[config.mk]
export PLATFORM = sky130hd
export DESIGN_NAME = backplane_fair_urgent_arbiter
export DESIGN_NICKNAME = d
export VERILOG_FILES = /design/src/arb_pkg.sv /design/src/arb_gap_timer.sv /design/src/arb_credit_tracker.sv /design/src/backplane_fair_urgent_arbiter.sv
export VERILOG_INCLUDE_DIRS = /design/src
export SDC_FILE = /design/constraint.sdc
export NUM_CORES = 1
export LEC_CHECK = 0
export BUFFER_PORTS_ARGS = -buffer_cell sky130_fd_sc_hd__buf_2
export CORE_ASPECT_RATIO = 0.5
export CORE_MARGIN = 5
export CORE_UTILIZATION = 60
export DETAILED_ROUTE_END_ITERATION = 8
export MAX_ROUTING_LAYER = met4
export PLACE_DENSITY = 0.8
export SLEW_MARGIN = 10
export SYNTH_ARGS = -nofsm -noshare
export SYNTH_HDL_FRONTEND = slang
export SYNTH_HIERARCHICAL = 1
export SYNTH_SLANG_ARGS = --single-unit
[constraint.sdc]
create_clock -name REF_CLK_I -period 3.6 [get_ports REF_CLK_I]
set_input_delay 1.08 -clock REF_CLK_I [delete_from_list [all_inputs] [get_ports REF_CLK_I]]
set_output_delay 1.08 -clock REF_CLK_I [all_outputs]
set_load 0.01 [all_outputs]
[src/arb_defs.svh]
// constants of the backplane arbiter: field widths, gap thresholds, credits
`ifndef ARB_DEFS_SVH
`define ARB_DEFS_SVH

// ----------------------------------------------------------------------------
// sequence fields
// ----------------------------------------------------------------------------
`define ARB_PRIO_W 4
`define ARB_NUM_W 6
`define ARB_SEQ_W 10
`define ARB_SEQ_LAST 4'h9
`define PRIO_FAIR 4'h0
`define PRIO_CYCLE_START 4'hF
`define PRIO_URGENT_MIN 4'h1
`define PRIO_URGENT_MAX 4'hE

// ----------------------------------------------------------------------------
// gap thresholds, in arbitration clock ticks of idle bus
// ----------------------------------------------------------------------------
`define IDLE_CNT_W 6
`define ACK_GAP_DETECT 6'h04
`define ACK_GAP_DRIVE 6'h08
`define SUB_GAP_DETECT 6'h10
`define SUB_GAP_DRIVE 6'h14
`define RST_GAP_DETECT 6'h1C
`define RST_GAP_DRIVE 6'h20
`define IDLE_CNT_MAX 6'h3F

// ----------------------------------------------------------------------------
// urgent credit and bus reset signalling
// ----------------------------------------------------------------------------
`define URGENT_CREDIT_W 2
`define URGENT_CREDIT_LOAD 2'h3
`define BUS_RESET_DRIVE_TICKS 6'h20
`define BUS_RESET_DETECT_TICKS 6'h18

`endif

[src/arb_pkg.sv]
// types shared by the backplane arbiter modules
package arb_pkg;

    // ------------------------------------------------------------------------
    // arbitration classes requested by the link
    // ------------------------------------------------------------------------
    typedef enum logic [1:0] {
        CLASS_FAIR = 2'b00,
        CLASS_URGENT = 2'b01,
        CLASS_IMMEDIATE = 2'b10,
        CLASS_CYCLE_START = 2'b11
    } arb_class_e;

    // ------------------------------------------------------------------------
    // arbiter states
    // ------------------------------------------------------------------------
    typedef enum logic [1:0] {
        ST_IDLE = 2'b00,
        ST_WAIT = 2'b01,
        ST_ARB = 2'b10,
        ST_RESET = 2'b11
    } arb_state_e;

endpackage

[src/arb_gap_timer.sv]
// idle and busy run counters of the backplane bus, in arbitration ticks
`timescale 1ns/1ps
`default_nettype none
`include "arb_defs.svh"

module arb_gap_timer (
    input wire logic clk_i,
    input wire logic rst_n_i,
    input wire logic tick_i,
    input wire logic bus_busy_i,
    output logic [5:0] idle_cnt_o,
    output logic interval_start_o,
    output logic reset_seen_o
);

    logic [5:0] busy_cnt_reg;

    // ------------------------------------------------------------------------
    // idle run: cleared at once by any activity, counted on ticks
    // ------------------------------------------------------------------------
    always_ff @(posedge clk_i) begin
        if (!rst_n_i) begin
            idle_cnt_o <= 6'h00;
        end else if (bus_busy_i) begin
            idle_cnt_o <= 6'h00;
        end else if (tick_i && idle_cnt_o != `IDLE_CNT_MAX) begin
            idle_cnt_o <= idle_cnt_o + 6'h01;
        end
    end

    // new fairness interval once the idle run reaches the arbitration reset gap drive threshold
    always_ff @(posedge clk_i) begin
        if (!rst_n_i) begin
            interval_start_o <= 1'b0;
        end else begin
            interval_start_o <= tick_i && !bus_busy_i
                && idle_cnt_o == `RST_GAP_DRIVE - 6'h01;
        end
    end

    // ------------------------------------------------------------------------
    // busy run: a long asserted stretch is a bus reset
    // ------------------------------------------------------------------------
    always_ff @(posedge clk_i) begin
        if (!rst_n_i) begin
            busy_cnt_reg <= 6'h00;
        end else if (!bus_busy_i) begin
            busy_cnt_reg <= 6'h00;
        end else if (tick_i && busy_cnt_reg != `IDLE_CNT_MAX) begin
            busy_cnt_reg <= busy_cnt_reg + 6'h01;
        end
    end

    always_ff @(posedge clk_i) begin
        if (!rst_n_i) begin
            reset_seen_o <= 1'b0;
        end else begin
            reset_seen_o <= tick_i && bus_busy_i
                && busy_cnt_reg == `BUS_RESET_DETECT_TICKS - 6'h01;
        end
    end

endmodule
`default_nettype wire

[src/arb_credit_tracker.sv]
// fair-enable flag and urgent credit of one node
`timescale 1ns/1ps
`default_nettype none
`include "arb_defs.svh"

module arb_credit_tracker (
    input wire logic clk_i,
    input wire logic rst_n_i,
    input wire logic urgent_support_i,
    input wire logic interval_start_i,
    input wire logic fair_win_i,
    input wire logic pkt_done_i,
    input wire logic pkt_urgent_i,
    output logic fair_en_o,
    output logic [1:0] urgent_cnt_o
);

    // ------------------------------------------------------------------------
    // fair enable: set wins over a clear in the same cycle
    // ------------------------------------------------------------------------
    always_ff @(posedge clk_i) begin
        if (!rst_n_i) begin
            fair_en_o <= 1'b1;
        end else if (interval_start_i) begin
            fair_en_o <= 1'b1;
        end else if (fair_win_i) begin
            fair_en_o <= 1'b0;
        end
    end

    // ------------------------------------------------------------------------
    // urgent credit: reload on fair traffic, spend on urgent traffic
    // ------------------------------------------------------------------------
    always_ff @(posedge clk_i) begin
        if (!rst_n_i) begin
            urgent_cnt_o <= 2'h0;
        end else if (!urgent_support_i) begin
            urgent_cnt_o <= 2'h0;
        end else if (interval_start_i) begin
            urgent_cnt_o <= `URGENT_CREDIT_LOAD;
        end else if (pkt_done_i && !pkt_urgent_i) begin
            urgent_cnt_o <= `URGENT_CREDIT_LOAD;
        end else if (pkt_done_i && urgent_cnt_o != 2'h0) begin
            urgent_cnt_o <= urgent_cnt_o - 2'h1;
        end
    end

endmodule
`default_nettype wire

[src/backplane_fair_urgent_arbiter.sv]
// arbitration and bus reset logic of a backplane serial bus physical layer
//
// Functional notes
// sequence is 4 priority bits then 6 arbitration number bits.
// arbitration number is the node's own unique 6-bit slot id.
// sequence goes out MSB first: priority, then slot id.
// priority zero only for fair, all ones only for cycle start.
// acknowledge sends no sequence; wait ack gap, then start with data prefix.
// link requests arbitration; after class gap the sequence shifts out bitwise.
// fair or urgent waiters back off when the bus turns busy first.
// fair enable set at interval start, cleared on a fair win.
// fair packet arbitrates after subaction gap only with fair enable set.
// idle beyond arbitration reset gap starts interval; enable set, credit three.
// urgent arbitrates at subaction gap only with credit; wins send urgent label.
// fair win sends unlabelled packet and clears fair enable.
// any unlabelled packet sent or received reloads urgent credit to three.
// any urgent packet sent or received decrements urgent credit.
// winner has greatest priority and slot id concatenation.
// power-up resets state to defaults without driving a bus reset.
// a bus reset request makes the device drive a bus reset.
// a bus reset seen on the bus is reported to the link.
// either request bit starts bus reset; both clear on own reset.
// live insertion alone never generates a bus reset.
// ack gap recognised after 4 idle ticks, drive not before 8.
// subaction gap recognised after 16 idle ticks, drive not before 20.
// arbitration reset gap recognised after 28, drive not before 32.
// seeing a higher bus bit than sent loses; retry next gap.
`timescale 1ns/1ps
`default_nettype none
`include "arb_defs.svh"

module backplane_fair_urgent_arbiter #(
    parameter int SLOT_ID_W = 6
) (
    // clock and reset
    input wire logic REF_CLK_I,
    input wire logic RESET_N_I,
    // arbitration clock pin
    input wire logic ARB_CLK_I,
    // backplane arbitration line, wired-or, driven only for a one
    input wire logic BUS_I,
    output logic BUS_O,
    output logic BUS_OE_N_O,
    // node configuration
    input wire logic [SLOT_ID_W-1:0] NODE_SLOT_ID_I,
    input wire logic URGENT_SUPPORT_I,
    // arbitration request from the link
    input wire logic ARB_REQ_I,
    input wire arb_pkg::arb_class_e ARB_CLASS_I,
    input wire logic [3:0] ARB_PRIORITY_I,
    output logic ARB_PENDING_O,
    output logic ARB_WON_O,
    output logic ARB_LOST_O,
    output logic URGENT_LABEL_O,
    output logic ACK_START_O,
    // packets sent or received, as reported by the link
    input wire logic PKT_DONE_I,
    input wire logic PKT_URGENT_I,
    // status of the fairness bookkeeping
    output logic FAIR_ENABLE_O,
    output logic [1:0] URGENT_CREDIT_O,
    // bus reset control and status
    input wire logic BUS_RESET_REQUEST_BIT_SET_I,
    input wire logic ALT_BUS_RESET_REQUEST_BIT_SET_I,
    output logic BUS_RESET_REQUEST_BIT_O,
    output logic ALT_BUS_RESET_REQUEST_BIT_O,
    output logic BUS_RESET_STATUS_O
);
    import arb_pkg::*;

    // ------------------------------------------------------------------------
    // elaboration check
    // ------------------------------------------------------------------------
    if (SLOT_ID_W != `ARB_NUM_W) begin : g_bad_width
        $error("slot id width must equal the arbitration number width");
    end

    arb_state_e state_reg;
    arb_class_e class_reg;
    logic [1:0] arb_clk_sync_reg;
    logic arb_clk_last_reg;
    logic [1:0] bus_sync_reg;
    logic tick;
    logic bus_busy;
    logic [5:0] idle_cnt;
    logic interval_start;
    logic reset_seen;
    logic fair_en;
    logic [1:0] urgent_cnt;
    logic [3:0] prio_reg;
    logic [`ARB_SEQ_W-1:0] seq_reg;
    logic [3:0] bit_cnt_reg;
    logic [5:0] rst_cnt_reg;
    logic drive_reg;
    logic [5:0] gap_need;
    logic gap_ready;
    logic reset_wanted;
    logic won;
    logic lost;
    logic [3:0] prio_eff;

    // ------------------------------------------------------------------------
    // pin synchronisers and arbitration tick
    // ------------------------------------------------------------------------
    always_ff @(posedge REF_CLK_I) begin
        if (!RESET_N_I) begin
            arb_clk_sync_reg <= 2'b00;
            arb_clk_last_reg <= 1'b0;
        end else begin
            arb_clk_sync_reg <= {arb_clk_sync_reg[0], ARB_CLK_I};
            arb_clk_last_reg <= arb_clk_sync_reg[1];
        end
    end

    always_ff @(posedge REF_CLK_I) begin
        if (!RESET_N_I) begin
            bus_sync_reg <= 2'b00;
        end else begin
            bus_sync_reg <= {bus_sync_reg[0], BUS_I};
        end
    end

    assign tick = arb_clk_sync_reg[1] && !arb_clk_last_reg;
    assign bus_busy = bus_sync_reg[1] || drive_reg;

    // ------------------------------------------------------------------------
    // gap timing and fairness bookkeeping
    // ------------------------------------------------------------------------
    arb_gap_timer u_gap (
        .clk_i(REF_CLK_I),
        .rst_n_i(RESET_N_I),
        .tick_i(tick),
        .bus_busy_i(bus_busy),
        .idle_cnt_o(idle_cnt),
        .interval_start_o(interval_start),
        .reset_seen_o(reset_seen)
    );

    arb_credit_tracker u_credit (
        .clk_i(REF_CLK_I),
        .rst_n_i(RESET_N_I),
        .urgent_support_i(URGENT_SUPPORT_I),
        .interval_start_i(interval_start),
        .fair_win_i(won && class_reg == CLASS_FAIR),
        .pkt_done_i(PKT_DONE_I),
        .pkt_urgent_i(PKT_URGENT_I),
        .fair_en_o(fair_en),
        .urgent_cnt_o(urgent_cnt)
    );

    assign FAIR_ENABLE_O = fair_en;
    assign URGENT_CREDIT_O = urgent_cnt;

    // ------------------------------------------------------------------------
    // request capture
    // ------------------------------------------------------------------------
    always_ff @(posedge REF_CLK_I) begin
        if (!RESET_N_I) begin
            ARB_PENDING_O <= 1'b0;
            class_reg <= CLASS_FAIR;
            prio_reg <= `PRIO_FAIR;
        end else if (ARB_REQ_I && !ARB_PENDING_O) begin
            ARB_PENDING_O <= 1'b1;
            class_reg <= ARB_CLASS_I;
            prio_reg <= ARB_PRIORITY_I;
        end else if (won || ACK_START_O || reset_seen) begin
            ARB_PENDING_O <= 1'b0;
        end
    end

    // reserved priority codes are kept to their own classes
    always_comb begin
        case (class_reg)
            CLASS_FAIR: prio_eff = `PRIO_FAIR;
            CLASS_CYCLE_START: prio_eff = `PRIO_CYCLE_START;
            CLASS_URGENT: begin
                if (prio_reg == `PRIO_FAIR) begin
                    prio_eff = `PRIO_URGENT_MIN;
                end else if (prio_reg == `PRIO_CYCLE_START) begin
                    prio_eff = `PRIO_URGENT_MAX;
                end else begin
                    prio_eff = prio_reg;
                end
            end
            default: prio_eff = `PRIO_FAIR;
        endcase
    end

    // ------------------------------------------------------------------------
    // gap needed by the pending class
    // ------------------------------------------------------------------------
    always_comb begin
        case (class_reg)
            CLASS_IMMEDIATE: gap_need = `ACK_GAP_DRIVE;
            CLASS_FAIR: gap_need = fair_en ? `SUB_GAP_DRIVE : `RST_GAP_DRIVE;
            CLASS_URGENT: gap_need = (urgent_cnt != 2'h0) ? `SUB_GAP_DRIVE
                : `RST_GAP_DRIVE;
            CLASS_CYCLE_START: gap_need = `SUB_GAP_DRIVE;
            default: gap_need = `RST_GAP_DRIVE;
        endcase
    end

    // a busy bus clears the idle count, so waiters back off by themselves
    assign gap_ready = !bus_busy && idle_cnt >= gap_need;

    // ------------------------------------------------------------------------
    // bus reset request bits: a set in the clearing cycle is kept
    // ------------------------------------------------------------------------
    always_ff @(posedge REF_CLK_I) begin
        if (!RESET_N_I) begin
            BUS_RESET_REQUEST_BIT_O <= 1'b0;
        end else if (BUS_RESET_REQUEST_BIT_SET_I) begin
            BUS_RESET_REQUEST_BIT_O <= 1'b1;
        end else if (reset_seen && state_reg == ST_RESET) begin
            BUS_RESET_REQUEST_BIT_O <= 1'b0;
        end
    end

    always_ff @(posedge REF_CLK_I) begin
        if (!RESET_N_I) begin
            ALT_BUS_RESET_REQUEST_BIT_O <= 1'b0;
        end else if (ALT_BUS_RESET_REQUEST_BIT_SET_I) begin
            ALT_BUS_RESET_REQUEST_BIT_O <= 1'b1;
        end else if (reset_seen && state_reg == ST_RESET) begin
            ALT_BUS_RESET_REQUEST_BIT_O <= 1'b0;
        end
    end

    assign reset_wanted = BUS_RESET_REQUEST_BIT_O || ALT_BUS_RESET_REQUEST_BIT_O;

    always_ff @(posedge REF_CLK_I) begin
        if (!RESET_N_I) begin
            BUS_RESET_STATUS_O <= 1'b0;
        end else begin
            BUS_RESET_STATUS_O <= reset_seen;
        end
    end

    // ------------------------------------------------------------------------
    // contest outcome on each tick while arbitrating
    // ------------------------------------------------------------------------
    assign lost = state_reg == ST_ARB && tick && !seq_reg[`ARB_SEQ_W-1]
        && bus_sync_reg[1];
    assign won = state_reg == ST_ARB && tick && !lost
        && bit_cnt_reg == `ARB_SEQ_LAST;

    // ------------------------------------------------------------------------
    // arbiter sequencing; power-up leaves the bus released
    // ------------------------------------------------------------------------
    always_ff @(posedge REF_CLK_I) begin
        if (!RESET_N_I) begin
            state_reg <= ST_IDLE;
            seq_reg <= '0;
            bit_cnt_reg <= 4'h0;
            rst_cnt_reg <= 6'h00;
            drive_reg <= 1'b0;
        end else begin
            case (state_reg)
                ST_IDLE: begin
                    drive_reg <= 1'b0;
                    if (reset_wanted) begin
                        state_reg <= ST_RESET;
                        rst_cnt_reg <= 6'h00;
                        drive_reg <= 1'b1;
                    end else if (ARB_PENDING_O && !ACK_START_O && !won) begin
                        state_reg <= ST_WAIT;
                    end
                end
                ST_WAIT: begin
                    if (reset_wanted) begin
                        state_reg <= ST_IDLE;
                    end else if (gap_ready && class_reg == CLASS_IMMEDIATE) begin
                        state_reg <= ST_IDLE;
                    end else if (gap_ready) begin
                        seq_reg <= {prio_eff, NODE_SLOT_ID_I};
                        bit_cnt_reg <= 4'h0;
                        drive_reg <= 1'b1;
                        state_reg <= ST_ARB;
                    end
                end
                ST_ARB: begin
                    if (lost || won) begin
                        drive_reg <= 1'b0;
                        state_reg <= lost ? ST_WAIT : ST_IDLE;
                    end else if (tick) begin
                        seq_reg <= {seq_reg[`ARB_SEQ_W-2:0], 1'b0};
                        bit_cnt_reg <= bit_cnt_reg + 4'h1;
                    end
                end
                ST_RESET: begin
                    if (tick) begin
                        rst_cnt_reg <= rst_cnt_reg + 6'h01;
                    end
                    if (tick && rst_cnt_reg == `BUS_RESET_DRIVE_TICKS - 6'h01) begin
                        drive_reg <= 1'b0;
                        state_reg <= ST_IDLE;
                    end
                end
                default: begin
                    drive_reg <= 1'b0;
                    state_reg <= ST_IDLE;
                end
            endcase
        end
    end

    // ------------------------------------------------------------------------
    // line driver: only ones are driven, zeros leave the line released
    // ------------------------------------------------------------------------
    always_ff @(posedge REF_CLK_I) begin
        if (!RESET_N_I) begin
            BUS_O <= 1'b0;
            BUS_OE_N_O <= 1'b1;
        end else begin
            BUS_O <= 1'b1;
            BUS_OE_N_O <= !(drive_reg && (state_reg == ST_RESET
                || (state_reg == ST_ARB && seq_reg[`ARB_SEQ_W-1])));
        end
    end

    // ------------------------------------------------------------------------
    // link indications
    // ------------------------------------------------------------------------
    always_ff @(posedge REF_CLK_I) begin
        if (!RESET_N_I) begin
            ARB_WON_O <= 1'b0;
            ARB_LOST_O <= 1'b0;
            ACK_START_O <= 1'b0;
            URGENT_LABEL_O <= 1'b0;
        end else begin
            ARB_WON_O <= won;
            ARB_LOST_O <= lost;
            ACK_START_O <= state_reg == ST_WAIT && !reset_wanted && gap_ready
                && class_reg == CLASS_IMMEDIATE && !ACK_START_O;
            if (won) begin
                URGENT_LABEL_O <= class_reg == CLASS_URGENT;
            end
        end
    end

endmodule
`default_nettype wire

* Word-level counts from Yosys, hierarchy flattened *
Index checks and enable logic that the tools add are counted.

word-level totals
  bits in latches = 0
  memory bits (writable) = 0
  bits in registers = 61
  input bits = 22
  output and inout port bits = 13
  bits in read-only memories = 0
  memories = 0
  word-level logic and storage cells = 165

operators by class
  multipliers = 0
  shift-type cells = 0
  bitwise logic cells = 1
  reduce and logical (&&, ||, !) cells = 62
  div/mod/pow operators = 0
  order comparisons = 1
  add/sub/neg operators = 5
  mux-type cells = 46
  eq/ne operators = 24

operators with widths
  kind                                                              number
  10-bit two-way mux                                                5
  1-bit logical AND                                                 28
  4-bit two-way mux                                                 7
  6-bit two-way mux                                                 4
  6-bit case mux with 4 select lines                                1
  2-bit two-way mux                                                 10
  10-bit case mux with 2 select lines                               1
  6-bit by 1-bit adder with 6-bit output (second input constant)    3
  6-bit by 5-bit == test with 1-bit output (second input constant)  3
  2-bit != test (second input constant)                             9
  4-bit case mux with 2 select lines                                2
  1-bit two-way mux                                                 13
  6-bit != test (second input constant)                             2
  6-bit case mux with 2 select lines                                1
  2-bit nonzero test                                                6
  1-bit logical NOT                                                 10
  2-bit == test (second input constant)                             4
  4-bit == test (second input constant)                             2
  2-bit case mux with 4 select lines                                1
  6-bit >= comparator                                               1
  1-bit logical OR                                                  6
  6-bit AND reduction                                               1
  5-bit AND reduction                                               1
  4-bit by 1-bit adder with 4-bit output (second input constant)    1
  13 further kinds                                                  17

* Logic depth before layout (Yosys ltp) *
  depth in word-level cells = 13
  mapped depth = 11
  mapped depth without buffers = 9

* Modules after synthesis *
The synthesis kept the hierarchy.

by module, submodules not included
  module                         sequential area each (sq um)  area an instance (sq um)  times used  cells an instance
  backplane_fair_urgent_arbiter  880.8                         2144.6                    1           241
  arb_gap_timer                  280.3                         665.6                     1           74
  arb_credit_tracker             60.1                          153.9                     1           17

* Worst setup path before layout *
Ideal clock, no wire load.

  path kind = flip-flop to flip-flop
  start point = register class_reg[1]
  end point = register bit_cnt_reg[1]
  arrival = 2.188 ns
  period minus slack after synthesis = 2.308 ns
  slack = 1.292 ns
  stages on the path, launching flop included = 12
  buffers on the path = 2
  setup time = 0.120 ns
  path through = dfxtp_1 -> clkbuf_1 -> o31ai_1 -> o21a_1 -> inv_1 -> ha_1 -> and4bb_2 -> o311ai_4 -> o211ai_4 -> buf_4 -> nand4b_1 -> o31ai_1

on the way
  longest elaborated chain between the ends = 7
  elaborated cells between the ends (all ways) = 11
  those cells by class = order compare: 1; eq/ne: 5; mux: 1; reduce/logical: 4

RTL lines
  item                                         line                                  source
  start: declaration                           backplane_fair_urgent_arbiter.sv:79   arb_class_e class_reg;
  start signal: assignment                     backplane_fair_urgent_arbiter.sv:160  class_reg <= CLASS_FAIR;
  start signal: assignment                     backplane_fair_urgent_arbiter.sv:164  class_reg <= ARB_CLASS_I;
  2-bit == test, or another cell as far along  backplane_fair_urgent_arbiter.sv:193  case (class_reg)
  6-bit case mux with 4 select lines           backplane_fair_urgent_arbiter.sv:193
  6-bit >= comparator                          backplane_fair_urgent_arbiter.sv:204  assign gap_ready = !bus_busy && idle_cnt >= gap_need;
  1-bit logical AND                            backplane_fair_urgent_arbiter.sv:204
  1-bit logical AND                            backplane_fair_urgent_arbiter.sv:272  end else if (gap_ready && class_reg == CLASS_IMMEDIATE) begin
  2-bit != test (no source line)               --
  6-bit AND reduction (no source line) *       --
  end signal: assignment                       backplane_fair_urgent_arbiter.sv:287  bit_cnt_reg <= bit_cnt_reg + 4'h1;
  end: declaration                             backplane_fair_urgent_arbiter.sv:92   logic [3:0] bit_cnt_reg;

Every way passes the cells marked *; elsewhere a longest branch is shown, timed or not.
A chain may end at the register's enable or synchronous reset.

* Worst setup path in the final report *
  start point = register class_reg[1]
  end point = register bit_cnt_reg[0]

The elaborated chain is that of the path after synthesis.

==> summary.md <==
| Metric | Value |
|---|---|
| Rel. slew slack | 0.4218 |
| Worst Path Required | 3.81 ns |
| Hold Path End | arb_clk_sync_reg[1] |
| Startpoint Class | flop |
| H-tree depth | 3 |
| Crit-path cells | o31ai_1 > o21a_1 > inv_1 > ha_1 > and4bb_2 > o311ai_4 > o211ai_4 > mux2_2 > nor2_1 |
| Crit share post-route | 0.7586 |
| NetSw | 0.0005310 W |
| Die area | 6531 µm² |
| Initial Utilization | 0.6121 |
| Drt wl/cell | 14.74 µm |
| Nets | 395 |
| Area grow syn2layout | 13.30% |
| Die X | 109.4 µm |
| Final GP Congestion | 0.8789 |
| Initial antenna violation count | 0 |
| Tmin final | 2.731 ns |
| Clock transition at path regs | 0.07 ns |
| Port bufs | 34 |
| Reg2reg path depth | 9 |
| DRT Pass-1 Iters | 5 |
| Post-synthesis sequential area ratio | 0.4120 |
| Final setup vio count | 0 |
| Dominant cells by area after synthesis | dfxtp_1 41%, nand2_1 4.8%, mux2i_1 4.4% |
| Post-CTS setup buffers | 0 |
| Post-cts sizing count | 0 |
| Dpl cells | 422 |
| Clk pwr share | 0.363 |
| Most frequent cells in the layout | 61 x dfxtp_1, 38 x nand2_1, 34 x buf_2 |
| Die Y | 59.70 µm |
| Hold Crit Class | reg2reg |
| Root buffer cell | clkbuf_8 |
| GRT Total Usage | 0.2161 |
| Layout cells sized above 1 | 0.1957 |
| RR Endpoint | bit_cnt_reg[0] |
| Minimum hold slack | 0.4260 ns |
| CTS tree | done |
| Hold Startpoint | arb_clk_sync_reg[0] |
| Combinational power share | 0.194 |
| RSZ-0062 raised after global routing | false |
| CP delay by family, top | compound AO/OA/AOI/OAI gates |
| Power, Total | 0.001752 W |
| Worst clock skew | 0.007161 ns |
| Longest Clk Path Bufs | 2 |
| MaxCap Viol Count | 0 |
| Num rows | 18 |
| Routed wire length | 6456 µm |
| Top_reg_cell synth | dfxtp_1 |
| Area of the core | 4842 µm² |
| Yosys top cell by area | dfxtp_1 |
| Leakage power | 1.291 nW |
| Slowest cell on crit path | o211ai_4 |
| WP data arrival | 2.94 ns |
| Cell Area, Synth | 2964 µm² |
| CP max stage delay | 0.68 ns |
| Critical Path Sink Type | flop |
| Grt ovf | 0 |
| First-pass GRT wire length | 10280 µm |
| Power per Cell Area | 521.6 nW/µm² |
| Largest net degree at the start of global routing | 29 |
| FF+latch count, synth | 61 |
| Total clock sinks | 61 |
| Status | finished clean |
| Worst setup slack after layout | 0.8689 ns |
| Mapped Cells | 332 |
| Setup slack, reg-to-reg | 0.87 ns |
| VDD IR-drop max | 0.2872 mV |
| Number of global-route vias before repair | 2299 |
| CP max FO | 25 |
| Post-DRT Antenna Nets | 0 |
| Most common cell after layout, fill and taps aside | dfxtp_1 |
| Final non-filler cell total | 438 |
| Via density | 5.724 |
| Max Freq | 366.2 MHz |
| Pint | 0.001221 W |
| Synth top area share | 0.4120 |
| Yosys warns | 6 |
| I/O pin cnt | 35 |
| Syn Nets | 364 |
| Critical R2R Launch | class_reg[1] |
| Worst hold path depth | 1 |
| Fin. max-slew vios | 0 |
| EDFF count, synth | 0 |
| Post-DP HPWL | 4517 µm |
| Part of the power in registers | 0.444 |
| Fraction of registers with async set/reset | 0 |
| DRT iter0 DRCs | 146 |
| Final Hold Vio Count | 0 |
| TNS Setup | 0 ns |
| Skew-Pair Late Insertion Delay | 0.34 ns |
| Buf/Inv on CP | 1 |
| Vias | 2507 |
| Least-Margin Pin Slew | 0.8655 ns |
| DRC errors left | 0 |
| Max reg flops | 10 |
| Post-CTS Hold Buffers | 0 |
| Crit Path Category | reg2reg |
| Syn Area/Cell | 8.928 µm² |
| Switching share of total power | 0.3032 |
| N_diodes | 0 |
| Pre-CTS WS | 0.8849 ns |
| CTS buffer count | 9 |
| Synth cell types | 58 |
logic make-up after synthesis:
| group | share of synthesized area |
|---|---|
| XOR/XNOR | 0.01182 |
| multiplexers | 0.04770 |
| buffers and inverters | 0.04264 |
| AND/OR/NAND/NOR | 0.2756 |
| flip-flops | 0.4120 |
| adder cells (fa/ha/maj) | 0.04221 |
| AO/OA/AOI/OAI | 0.1680 |
cell usage after synthesis, types with 3 or more instances:
cell / n
nor2b_1: 4
a311oi_2: 5
o21ai_0: 8
a311oi_1: 5
o21a_1: 3
a31oi_1: 7
dfxtp_1: 61
xor2_1: 4
nor4_1: 4
nor3_1: 11
nand2b_1: 11
a21oi_1: 10
nor2_1: 32
nand3b_1: 3
ha_1: 10
nand3_1: 11
nor2_2: 6
nand4_1: 8
nand2_1: 38
clkbuf_1: 7
o211ai_1: 3
inv_1: 13
and2_1: 8
mux2i_1: 13
layout make-up:
cell class                      count  area, µm²
Multi-Input combinational cell    243       1617
Fill cell                         390       1484
Sequential cell                    61       1221
Timing Repair Buffer               34      170.2
Clock buffer                       12      165.2
Tap cell                           70      87.58
Inverter                           14      52.55
Clock inverter                      4      45.04
through the flow:
stage	util	instance area, µm²
after global routing	0.6935	3358
after global placement	0.6501	3148
after CTS	0.6935	3358
after detailed placement	0.6501	3148
final	0.6935	3358
after floorplan	-	2964
routing by layer:
| layer | GRT usage | vias up | part of all wire |
|---|---|---|---|
| met5 | - | - | 0 |
| met4 | 0.09414 | 0 | 0.015 |
| met3 | 0.07120 | 7 | 0.058 |
| met2 | 0.3547 | 71 | 0.46 |
| met1 | 0.2450 | 1177 | 0.46 |
| li1 | - | 1252 | - |
worst register-to-register path: stages (launching register included):
cell and delay [ns]:
dfxtp_1 0.41, o31ai_1 0.29, o21a_1 0.20, inv_1 0.05, ha_1 0.26, and4bb_2 0.25
o311ai_4 0.13, o211ai_4 0.68, mux2_2 0.29, nor2_1 0.04
worst max-delay path by stage:
stage / slack (ns) / depth (start not counted) / from / to
floorplan: 1.29 / 11 / class_reg[1] / bit_cnt_reg[1]
global placement: 1.03 / 9 / class_reg[1] / bit_cnt_reg[0]
detailed placement: 0.88 / 9 / class_reg[1] / seq_reg[6]
CTS: 0.87 / 9 / class_reg[1] / bit_cnt_reg[0]
global route: 0.72 / 9 / class_reg[1] / bit_cnt_reg[0]
finish: 0.87 / 9 / class_reg[1] / bit_cnt_reg[0]
power by group through the flow:
stage / logic (W) / clock network, W / registers (W)
CTS: 0.000338 / 0.000653 / 0.000775
floorplan: 0.000301 / 0 / 0.000759
finish: 0.000340 / 0.000635 / 0.000777
global placement: 0.000326 / 0 / 0.000790
detailed placement: 0.000336 / 0 / 0.000790
global route: 0.000375 / 0.000677 / 0.000785
(Power assumes the default switching activity.)
